===== src/hw/sram_wr_pkg.sv =====
// Purpose: Shared constants and carriers for the SRAM write-control block
// Assumes: One clock pclk at 200 MHz, asynchronous active-low reset
// Notes: Register offsets are byte addresses on a 32-bit APB word map

// ============================================================
// Package
package sram_wr_pkg;

  // Widths of the SRAM side and of the APB address
  localparam int ADDR_W = 17;
  localparam int LANES = 4;
  localparam int DATA_W = 8 * LANES;
  localparam int APB_AW = 12;

  // Register offsets
  localparam logic [APB_AW-1:0] CTRL_OFS = 12'h000;
  localparam logic [APB_AW-1:0] STATUS_OFS = 12'h004;
  localparam logic [APB_AW-1:0] COUNT_OFS = 12'h008;
  localparam logic [APB_AW-1:0] LADDR_OFS = 12'h00c;

  // Word organisations
  typedef enum logic [1:0] {
    ORG_X18 = 2'b00,
    ORG_X32 = 2'b01,
    ORG_X36 = 2'b10
  } org_t;

  // Control register fields and reset values
  localparam int CTRL_ORG_LSB = 0;
  localparam int CTRL_EN_BIT = 2;
  localparam org_t CTRL_ORG_RST = ORG_X36;
  localparam logic CTRL_EN_RST = 1'b1;

  // Status register fields
  localparam int ST_BUSY_BIT = 0;
  localparam int ST_OVR_BIT = 1;
  localparam int ST_BYTE_LSB = 4;
  localparam int ST_PAR_LSB = 8;

  // Lane masks
  localparam logic [LANES-1:0] X18_LANES = 4'h3;
  localparam logic [LANES-1:0] ALL_LANES = 4'hf;
  localparam logic [LANES-1:0] NO_LANES = 4'h0;

  // Self-timed array write length, rounded up to whole cycles
  localparam int CLK_PERIOD_NS = 5;
  localparam int WRITE_TIME_NS = 5;
  localparam int WRITE_PULSE_RAW =
    (WRITE_TIME_NS + CLK_PERIOD_NS - 1) / CLK_PERIOD_NS;
  localparam int WRITE_PULSE_CYCLES =
    (WRITE_PULSE_RAW < 1) ? 1 : WRITE_PULSE_RAW;

  // Bus-side command sampled at a rising edge
  typedef struct packed {
    logic [ADDR_W-1:0] addr;
    logic [LANES-1:0] lane_n;
    logic all_n;
    logic qual_n;
    logic [DATA_W-1:0] data;
    logic [LANES-1:0] par;
  } pin_cmd_t;

  // Write presented to the storage array
  typedef struct packed {
    logic en;
    logic [ADDR_W-1:0] addr;
    logic [DATA_W-1:0] data;
    logic [LANES-1:0] par;
    logic [LANES-1:0] byte_we;
    logic [LANES-1:0] par_we;
  } array_wr_t;

endpackage


===== src/hw/sram_write_ctrl.sv =====
// Purpose: Byte-lane write control of a synchronous flow-through SRAM
// Assumes: Bus pins are driven by a controller on the same pclk
// Notes: Drives a registered write port toward the storage array
// ============================================================
// Hazards and limits
// - The SRAM pins are taken as pclk-domain logic, so no synchroniser
//   sits on them; a controller on another clock needs its own crossing.
// - Every pin is captured on every edge; a read cycle is simply a
//   captured command whose lane mask comes out empty.
// - The array write starts one edge after capture, so the write port
//   lags the pins by two edges in all.
// - Back-to-back writes each start their own pulse; with a pulse longer
//   than one cycle a new start cuts the old one short and raises the
//   overrun flag, which software clears by writing one.
// - Changing the organisation while writes are in flight re-masks the
//   captured command, so do it only while the pins are idle.
// - An organisation code of 3 is treated as the four-lane parity part.
// - Unmapped register offsets answer with pslverr and read as zero;
//   writes to them change nothing.
// - A COUNT clear in the same cycle as a stored write leaves one.
// - COUNT wraps silently once it passes its top value.
// - STATUS busy follows the pulse timer, not the pins.
// - Parity bits of absent lanes are forced to zero on the port.

// ============================================================
// Top module
module sram_write_ctrl (
  input wire logic pclk,
  input wire logic presetn,
  input wire logic [sram_wr_pkg::APB_AW-1:0] paddr,
  input wire logic psel,
  input wire logic penable,
  input wire logic pwrite,
  input wire logic [31:0] pwdata,
  output logic [31:0] prdata,
  output logic pready,
  output logic pslverr,
  input wire logic [sram_wr_pkg::ADDR_W-1:0] sync_addr,
  input wire logic lane_a_write_n,
  input wire logic lane_b_write_n,
  input wire logic lane_c_write_n,
  input wire logic lane_d_write_n,
  input wire logic all_lanes_write_n,
  input wire logic lane_write_qualifier_n,
  input wire logic [7:0] data_lane_a,
  input wire logic [7:0] data_lane_b,
  input wire logic [7:0] data_lane_c,
  input wire logic [7:0] data_lane_d,
  input wire logic parity_lane_a,
  input wire logic parity_lane_b,
  input wire logic parity_lane_c,
  input wire logic parity_lane_d,
  output sram_wr_pkg::array_wr_t array_wr
);
  import sram_wr_pkg::*;

  // ============================================================
  // Types and state
  typedef struct packed {
    pin_cmd_t cmd;
    org_t org;
    logic wr_en;
    logic ovr;
    logic [LANES-1:0] last_byte;
    logic [LANES-1:0] last_par;
    logic [31:0] count;
    logic [ADDR_W-1:0] last_addr;
    logic [31:0] prdata;
    logic pready;
    logic pslverr;
  } state_t;

  state_t s_q;
  state_t s_d;
  pin_cmd_t pins;
  array_wr_t req;
  logic start;
  logic t_busy;
  logic t_accept;
  logic [LANES-1:0] byte_mask;
  logic [LANES-1:0] par_mask;
  logic [31:0] rd_val;
  logic rd_hit;
  logic acc;

  // ============================================================
  // Functions

  // Lanes the organisation has
  // Lanes c and d are absent from the two-lane part
  function automatic logic [LANES-1:0] org_lanes(input org_t org);
    org_lanes = (org == ORG_X18) ? X18_LANES : ALL_LANES;
  endfunction

  // Lanes that carry parity storage
  function automatic logic [LANES-1:0] org_par(input org_t org);
    case (org)
      ORG_X18: org_par = X18_LANES;
      ORG_X36: org_par = ALL_LANES;
      default: org_par = NO_LANES;
    endcase
  endfunction

  // Byte lanes a captured command writes
  // Global write outranks the qualifier, which outranks the lanes
  function automatic logic [LANES-1:0] lane_sel(input pin_cmd_t c,
                                                input org_t org);
    logic [LANES-1:0] m;
    m = NO_LANES;
    if (!c.all_n) begin
      m = ALL_LANES;
    end else if (!c.qual_n) begin
      m = ~c.lane_n;
    end
    lane_sel = m & org_lanes(org);
  endfunction

  // ============================================================
  // Pin gathering
  // Packed d..a from the top so that bit i pairs with lane i
  always_comb begin
    pins.addr = sync_addr;
    pins.lane_n = {lane_d_write_n, lane_c_write_n,
                   lane_b_write_n, lane_a_write_n};
    pins.all_n = all_lanes_write_n;
    pins.qual_n = lane_write_qualifier_n;
    pins.data = {data_lane_d, data_lane_c, data_lane_b, data_lane_a};
    pins.par = {parity_lane_d, parity_lane_c,
                parity_lane_b, parity_lane_a};
  end

  // ============================================================
  // Write decode from registered command
  // A read cycle gives an empty mask and starts nothing
  always_comb begin
    byte_mask = lane_sel(s_q.cmd, s_q.org);
    par_mask = byte_mask & org_par(s_q.org);
    req.en = 1'b1;
    req.addr = s_q.cmd.addr;
    if (s_q.org != ORG_X18) begin
      req.addr[ADDR_W-1] = 1'b0; // Four-lane parts are half as deep
    end
    req.data = s_q.cmd.data;
    req.par = s_q.cmd.par & org_par(s_q.org);
    req.byte_we = byte_mask;
    req.par_we = par_mask;
    start = s_q.wr_en && (byte_mask != NO_LANES);
  end

  // ============================================================
  // Self-timed array write
  // The timer holds one write for the pulse, then drops every enable
  write_pulse_timer #(
    .PULSE_CYCLES(WRITE_PULSE_CYCLES)
  ) write_pulse_timer_i (
    .pclk(pclk),
    .presetn(presetn),
    .start(start),
    .req(req),
    .wr(array_wr),
    .busy(t_busy),
    .can_accept(t_accept)
  );

  // ============================================================
  // Register read decode
  // Unmapped offsets answer with an error and zero data
  always_comb begin
    rd_val = 32'h0000_0000;
    rd_hit = 1'b1;
    case (paddr)
      CTRL_OFS: begin
        rd_val[CTRL_ORG_LSB +: 2] = s_q.org;
        rd_val[CTRL_EN_BIT] = s_q.wr_en;
      end
      STATUS_OFS: begin
        rd_val[ST_BUSY_BIT] = t_busy;
        rd_val[ST_OVR_BIT] = s_q.ovr;
        rd_val[ST_BYTE_LSB +: LANES] = s_q.last_byte;
        rd_val[ST_PAR_LSB +: LANES] = s_q.last_par;
      end
      COUNT_OFS: begin
        rd_val = s_q.count;
      end
      LADDR_OFS: begin
        rd_val[ADDR_W-1:0] = s_q.last_addr;
      end
      default: begin
        rd_hit = 1'b0;
      end
    endcase
  end

  // Access phase that completes at this edge
  assign acc = psel && penable && s_q.pready;

  // ============================================================
  // Next state
  always_comb begin
    s_d = s_q;

    // Capture every bus input on each rising edge
    s_d.cmd = pins;

    // One wait state, then answer from registers
    s_d.pready = psel && penable && !s_q.pready;
    if (psel && penable && !s_q.pready) begin
      s_d.prdata = pwrite ? 32'h0000_0000 : rd_val;
      s_d.pslverr = !rd_hit;
    end

    // Register writes take effect at the completing edge
    if (acc && pwrite) begin
      case (paddr)
        CTRL_OFS: begin
          if (pwdata[CTRL_ORG_LSB +: 2] == ORG_X18) begin
            s_d.org = ORG_X18;
          end else if (pwdata[CTRL_ORG_LSB +: 2] == ORG_X32) begin
            s_d.org = ORG_X32;
          end else begin
            s_d.org = ORG_X36;
          end
          s_d.wr_en = pwdata[CTRL_EN_BIT];
        end
        STATUS_OFS: begin
          if (pwdata[ST_OVR_BIT]) begin
            s_d.ovr = 1'b0;
          end
        end
        COUNT_OFS: begin
          s_d.count = 32'h0000_0000;
        end
        default: begin
          s_d.org = s_q.org;
        end
      endcase
    end

    // Track stored writes; hardware set beats software clear
    if (start) begin
      s_d.count = s_d.count + 32'h0000_0001;
      s_d.last_byte = byte_mask;
      s_d.last_par = par_mask;
      s_d.last_addr = req.addr;
      if (!t_accept) begin
        s_d.ovr = 1'b1;
      end
    end
  end

  // ============================================================
  // State register
  // Captured controls reset to a read cycle, so no write follows reset
  always_ff @(posedge pclk or negedge presetn) begin
    if (!presetn) begin
      s_q <= '0;
      s_q.cmd.lane_n <= ALL_LANES;
      s_q.cmd.all_n <= 1'b1;
      s_q.cmd.qual_n <= 1'b1;
      s_q.org <= CTRL_ORG_RST;
      s_q.wr_en <= CTRL_EN_RST;
    end else begin
      s_q <= s_d;
    end
  end

  assign prdata = s_q.prdata;
  assign pready = s_q.pready;
  assign pslverr = s_q.pslverr;

endmodule // sram_write_ctrl


===== src/hw/write_pulse_timer.sv =====
// Purpose: Self-timed array write; holds one write for a fixed pulse
// Assumes: Requests come from logic on pclk
// Notes: A start while a pulse is still running replaces it

// ============================================================
// Write pulse timer
module write_pulse_timer #(
  parameter int unsigned PULSE_CYCLES = sram_wr_pkg::WRITE_PULSE_CYCLES
) (
  input wire logic pclk,
  input wire logic presetn,
  input wire logic start,
  input wire sram_wr_pkg::array_wr_t req,
  output sram_wr_pkg::array_wr_t wr,
  output logic busy,
  output logic can_accept
);
  import sram_wr_pkg::*;

  typedef struct packed {
    array_wr_t wr;
    logic [7:0] cnt;
    logic busy;
  } tstate_t;

  tstate_t s_q;
  tstate_t s_d;

  // Load on start, count down, then drop every write enable
  always_comb begin
    s_d = s_q;
    if (start) begin
      s_d.wr = req;
      s_d.wr.en = 1'b1;
      s_d.cnt = 8'(PULSE_CYCLES - 1);
      s_d.busy = 1'b1;
    end else if (s_q.busy) begin
      if (s_q.cnt == 8'h00) begin
        s_d.busy = 1'b0;
        s_d.wr.en = 1'b0;
        s_d.wr.byte_we = NO_LANES;
        s_d.wr.par_we = NO_LANES;
      end else begin
        s_d.cnt = s_q.cnt - 8'h01;
      end
    end
  end

  // State register
  always_ff @(posedge pclk or negedge presetn) begin
    if (!presetn) begin
      s_q <= '0;
    end else begin
      s_q <= s_d;
    end
  end

  assign wr = s_q.wr;
  assign busy = s_q.busy;
  assign can_accept = ~s_q.busy | (s_q.cnt == 8'h00);

endmodule // write_pulse_timer


===== config.mk =====
export PLATFORM = sky130hd
export DESIGN_NAME = sram_write_ctrl
export DESIGN_NICKNAME = d
export VERILOG_FILES = /design/src/hw/sram_wr_pkg.sv /design/src/hw/sram_write_ctrl.sv /design/src/hw/write_pulse_timer.sv
export SDC_FILE = /design/constraint.sdc
export NUM_CORES = 1
export LEC_CHECK = 0
export ABC_AREA = 1
export ABC_CLOCK_PERIOD_IN_PS = 2000
export CORE_UTILIZATION = 55
export CTS_CLUSTER_SIZE = 12
export DETAILED_ROUTE_END_ITERATION = 8
export DONT_BUFFER_PORTS = 1
export PLACE_DENSITY = 0.79
export SYNTH_ARGS = -nofsm -noshare
export SYNTH_HDL_FRONTEND = slang
export SYNTH_SLANG_ARGS = --single-unit
export TNS_END_PERCENT = 1

===== constraint.sdc =====
create_clock -name pclk -period 2 [get_ports pclk]
set_input_delay 0.4 -clock pclk [delete_from_list [all_inputs] [get_ports pclk]]
set_output_delay 0.4 -clock pclk [all_outputs]
set_load 0.01 [all_outputs]

# --- After elaboration in Yosys (flattened, before gate mapping) ---
# Index checks and enable logic that the tools add are counted.
word_totals:
  elab_cells: 86
  regBits: 208
  input_bits: 108
  output_inout_bits: 96
op_classes:
  bitwise_logic: 6
  n_addsub: 2
  n_eq_ne: 6
  reduce_logical: 19
  n_mux: 30
op_table:
  columns: ["cell", "count"]
  rows:
  - ["two-way mux 32 bit", 3]
  - ["two-way mux 58 bit", 1]
  - ["two-way mux 17 bit", 2]
  - ["adder 32 x 1 -> 32 bit (second input constant)", 1]
  - ["equality test 12 x 4 -> 1 bit (second input constant)", 2]
  - ["one-hot mux 8 bit (3 select lines)", 1]
  - ["two-way mux 8 bit", 2]
  - ["two-way mux 15 bit", 1]
  - ["bitwise AND 4 bit", 3]
  - ["equality test 12 x 3 -> 1 bit (second input constant)", 1]
  - ["logical NOT 12 bit", 1]
  - ["two-way mux 4 bit", 3]
  - ["two-way mux 1 bit", 10]
  - ["one-hot mux 5 bit (2 select lines)", 1]
  - ["logical NOT 8 bit", 1]
  - ["one-hot mux 2 bit (4 select lines)", 1]
  - ["one-hot mux 4 bit (2 select lines)", 1]
  - ["subtractor 8 x 1 -> 8 bit (second input constant)", 1]
  - ["AND reduction 2 bit", 3]
  - ["nonzero test 2 bit", 3]
  - ["logical AND 1 bit", 5]
  - ["logical NOT 2 bit", 2]
  - ["two-way mux 2 bit", 2]
  - ["NOT 4 bit", 1]
  - ["10 further kinds", 11]

# --- Longest topological paths before layout ---
depth:
  word_depth: 8
  depth_mapped: 17
  depth_no_buf: 15

# --- Cells and area by module ---
# Synthesis repeated with hierarchy kept, for this count alone.
hier_totals:
  hier_cells: 1088
  hier_area_um2: 10105.9
modules_own_cells:
  columns: ["module", "area_per_inst_um2", "n_inst", "seq_area_each_um2", "cells_each"]
  rows:
  - ["sram_write_ctrl", 6688.9, 1, 3863.7, 684]
  - ["write_pulse_timer", 3417.0, 1, 1776.7, 404]

# --- Worst setup path before layout ---
# No wires, ideal clock.
synth_timing:
  path_type: "input-to-reg"
  from: "input port paddr[1] in the netlist's numbering"
  to: "register s_q[75] in the netlist's numbering"
  t_required_ns: 1.887
  path_buffers: 2
  setup_ns: 0.113
  arrival_time_ns: 2.088
  slack_ns: -0.200
  path_stages: 16
  path_cell_list: "or2_4 > nor2_2 > nand3_4 > buf_4 > buf_2 > nand2_1 > inv_1 > ha_1 > nand4_1 > inv_1 > nand3_1 > inv_1 > nand2_1 > nand2_1 > nand2_1 > inv_1"
synth_rtl:
  columns: ["item", "line", "rtl"]
  rows:
  - ["start: declaration", "sram_write_ctrl.sv:30", "input wire logic [sram_wr_pkg::APB_AW-1:0] paddr,"]
  - ["end: declaration", "sram_write_ctrl.sv:73", "state_t s_q;"]

==> results.sh <==
export IMPL_outcome="finished, violations left"
export IMPL_violations="hold timing"
export IMPL_worstSetupPathType="register to register"
export IMPL_drtIter0Drc=393
export IMPL_drv_slew=0
export IMPL_hold_path_class="input pin to async pin"
export IMPL_finalCritPeriodShare=0.942
export IMPL_route_vias_total=6283
export IMPL_crit_path_end_kind="register"
export IMPL_cts_sinks=208
export IMPL_avgSynthCellArea_um2=9.68
export IMPL_cap_violations=0
export IMPL_crit_fanout=5
export IMPL_gp_congestion=0.860
export IMPL_seq_area_frac_synth=0.564
export IMPL_nNetsFinal=1062
export IMPL_grt_pass1_wl_mm=32.3
export IMPL_initial_core_util=0.559
export IMPL_pre_cts_slack_ns=0.0370
export IMPL_reg2reg_depth=12
export IMPL_grt_pass1_vias=6495
export IMPL_area_growth_pct=12.5
export IMPL_antenna_found_initial=0
export IMPL_grt_overflow_total=0
export IMPL_seq_area_mm2=0.00522
export IMPL_io_buffers=0
export IMPL_die_h_um=132
export IMPL_synthesis_nets=1066
export IMPL_slowest_delay_ns=0.38
export IMPL_die_x_um=132
export IMPL_tightest_slew_ns=0.399
export IMPL_fmax_ghz=0.531
export IMPL_vdd_drop_max_mv=0.738
export IMPL_final_cell_mix="252 x nand2_1, 200 x dfrtp_1, 88 x inv_1"
export IMPL_ys_flop_type="dfrtp_1"
export IMPL_wl_per_cell_um=16.8
export IMPL_cts_hold_buf=60
export IMPL_vias_per_cell=5.29
export IMPL_hpwlAfterDp_mm=12.4
export IMPL_synth_edf_count=0
export IMPL_nFillCells=1255
export IMPL_syn_area_mm2=0.00925
export IMPL_first_pass_iters=4
export IMPL_hold_viol=208
export IMPL_holdWs_ns=-0.392
export IMPL_async_reset_ff_frac=1.00
export IMPL_grt_max_degree=209
export IMPL_startpoint_type="register"
export IMPL_wl_mm=19.9
export IMPL_drive_above_1_share=0.149
export IMPL_yosysUniqueCellTypes=42
export IMPL_yosysWarnings=0
export IMPL_fin_skew_ns=0.0169
export IMPL_slew_headroom=0.733
export IMPL_htreeDepth=1
export IMPL_rsz0062_at_grt="true"
export IMPL_path_clk_slew_ns=0.06
export IMPL_ant_nets=0
export IMPL_rows=47
export IMPL_arrival_ns=2.26
export IMPL_cts_tree="done"
export IMPL_clockBufferDepth=3
export IMPL_grt_usage=0.234
export IMPL_powerDensity_mw_per_mm2=818
export IMPL_drc=0
export IMPL_cp_slowest_cell="dfrtp_1"
export IMPL_required_ns=2.38
export IMPL_ys_ff_latch=208
export IMPL_cts_made_buffers=23
export IMPL_netlist_instances=955
export IMPL_leakage_nw=5.05
export IMPL_dieArea_mm2=0.0173
export IMPL_path_cells="inv_1 -> nor3_4 -> nand3_4 -> nand2_4 -> inv_2 -> ha_4 -> nand4_1 -> nor2_4 -> nand2_4 -> nor2_2 -> xor2_1 -> inv_1"
export IMPL_layout_commonest_cell="nand2_1"
export IMPL_io_pins=204
export IMPL_multiInputGateArea_mm2=0.00289
export IMPL_core_region_area_mm2=0.0165
export IMPL_n_antenna_cell=0
export IMPL_p_total_w=0.00851
export IMPL_fin_ws_ns=0.116
export IMPL_cts_root_buf="clkbuf_16"
export IMPL_layout_min_cycle_time_ns=1.88
export IMPL_setup_violations=0
export IMPL_clk_latency_ns=0.50
## worst max-delay path: cells and delay by family, from the launching register on
family	cells	cell delay [ns]
XOR/XNOR	1	0.18
adder cells (fa/ha/maj)	1	0.13
buffers and inverters	3	0.22
flip-flops	1	0.38
AND/OR/NAND/NOR	7	0.86
## state kept, by name (all words and copies together), names as in the netlist
| signal | flops |
|---|---|
| s_q | 55 |
| pready | 1 |
| write_pulse_timer_i.s_q | 8 |
| write_pulse_timer_i.wr | 62 |
| write_pulse_timer_i.busy | 1 |
| pslverr | 1 |
| prdata | 32 |
| req | 48 |
## metrics by stage
step / hold WS (ns) / std cells / setup TNS, ns / instance area, um^2 / util
6_report: -0.392 / 1188 / 0 / 10400 / 0.629
5_1_grt: -0.418 / 1188 / -0.158 / 10400 / 0.629
4_1_cts: -0.419 / 1187 / 0 / 10300 / 0.625
3_5_place_dp: 0.111 / 1085 / 0 / 9000 / 0.544
3_3_place_gp: 0.110 / 1085 / 0 / 9000 / 0.544
2_1_floorplan: 0.104 / 955 / -0.125 / 9310 / -
## per-layer routing
layer | part of all wire | up-vias | routed length [um] | GRT usage
met5 | 0 | - | 0 | 0
met4 | 0.031 | 0 | 625 | 0.0788
met3 | 0.072 | 51 | 1430 | 0.0625
met2 | 0.50 | 231 | 10000 | 0.399
met1 | 0.39 | 3063 | 7840 | 0.287
li1 | - | 2938 | - | -
## timing repair
item / in CTS / in global routing
resized for setup: 0 / 12
setup endpoints to repair: 0 / 42
setup buffers: 0 / 0
endpoints found under the hold margin: 268 / 208
## cell usage after synthesis (11+ instances only)
| cell type | count | area share |
|---|---|---|
| a32o_1 | 16 | 0.017 |
| buf_4 | 96 | 0.078 |
| nand3_1 | 35 | 0.019 |
| a22o_1 | 14 | 0.013 |
| nand2_1 | 255 | 0.10 |
| nand4_1 | 14 | 0.0095 |
| inv_1 | 90 | 0.037 |
| nor2_1 | 41 | 0.017 |
| buf_2 | 15 | 0.0081 |
| xor2_1 | 11 | 0.010 |
| dfrtp_1 | 200 | 0.54 |
| o21ai_0 | 58 | 0.031 |
## area by class of cell
| class | instances | share of cell area |
|---|---|---|
| inverter | 97 | 0.0350 |
| tap | 220 | 0.0265 |
| sequential | 208 | 0.502 |
| clock buffer | 36 | 0.0639 |
| multi-input combinational | 528 | 0.278 |
| timing repair buffer | 93 | 0.0888 |
| clock inverter | 6 | 0.00602 |
## where the power goes
group	total, W	switching (W)	internal, W
logic	0.000165	0.0000667	0.0000986
registers	0.00432	0.0000333	0.00428
clock network	0.00402	0.00161	0.00241
total	0.00851	0.00171	0.00680
## worst paths after layout
kind | startpoint | slack, ns | to
setup / recovery | pready | 0.12 | s_q[65]
hold / removal | presetn | -0.39 | s_q[62]
setup reg to reg | pready | 0.12 | s_q[65]
hold reg to reg | req[20] | 0.44 | write_pulse_timer_i.wr[20]
max in group asynchronous | presetn | 2.11 | write_pulse_timer_i.wr[27]
min in group pclk | pwdata[0] | 0.04 | s_q[93]
## cells by family after synthesis
kind of cell,synth area share
buffers and inverters,0.132
adders and majority gates,0.00406
and+or+nand+nor,0.204
xor gates and xnor gates,0.0204
DFF,0.564
AOI/OAI and AO/OA,0.0754
(Power assumes the default switching activity.)
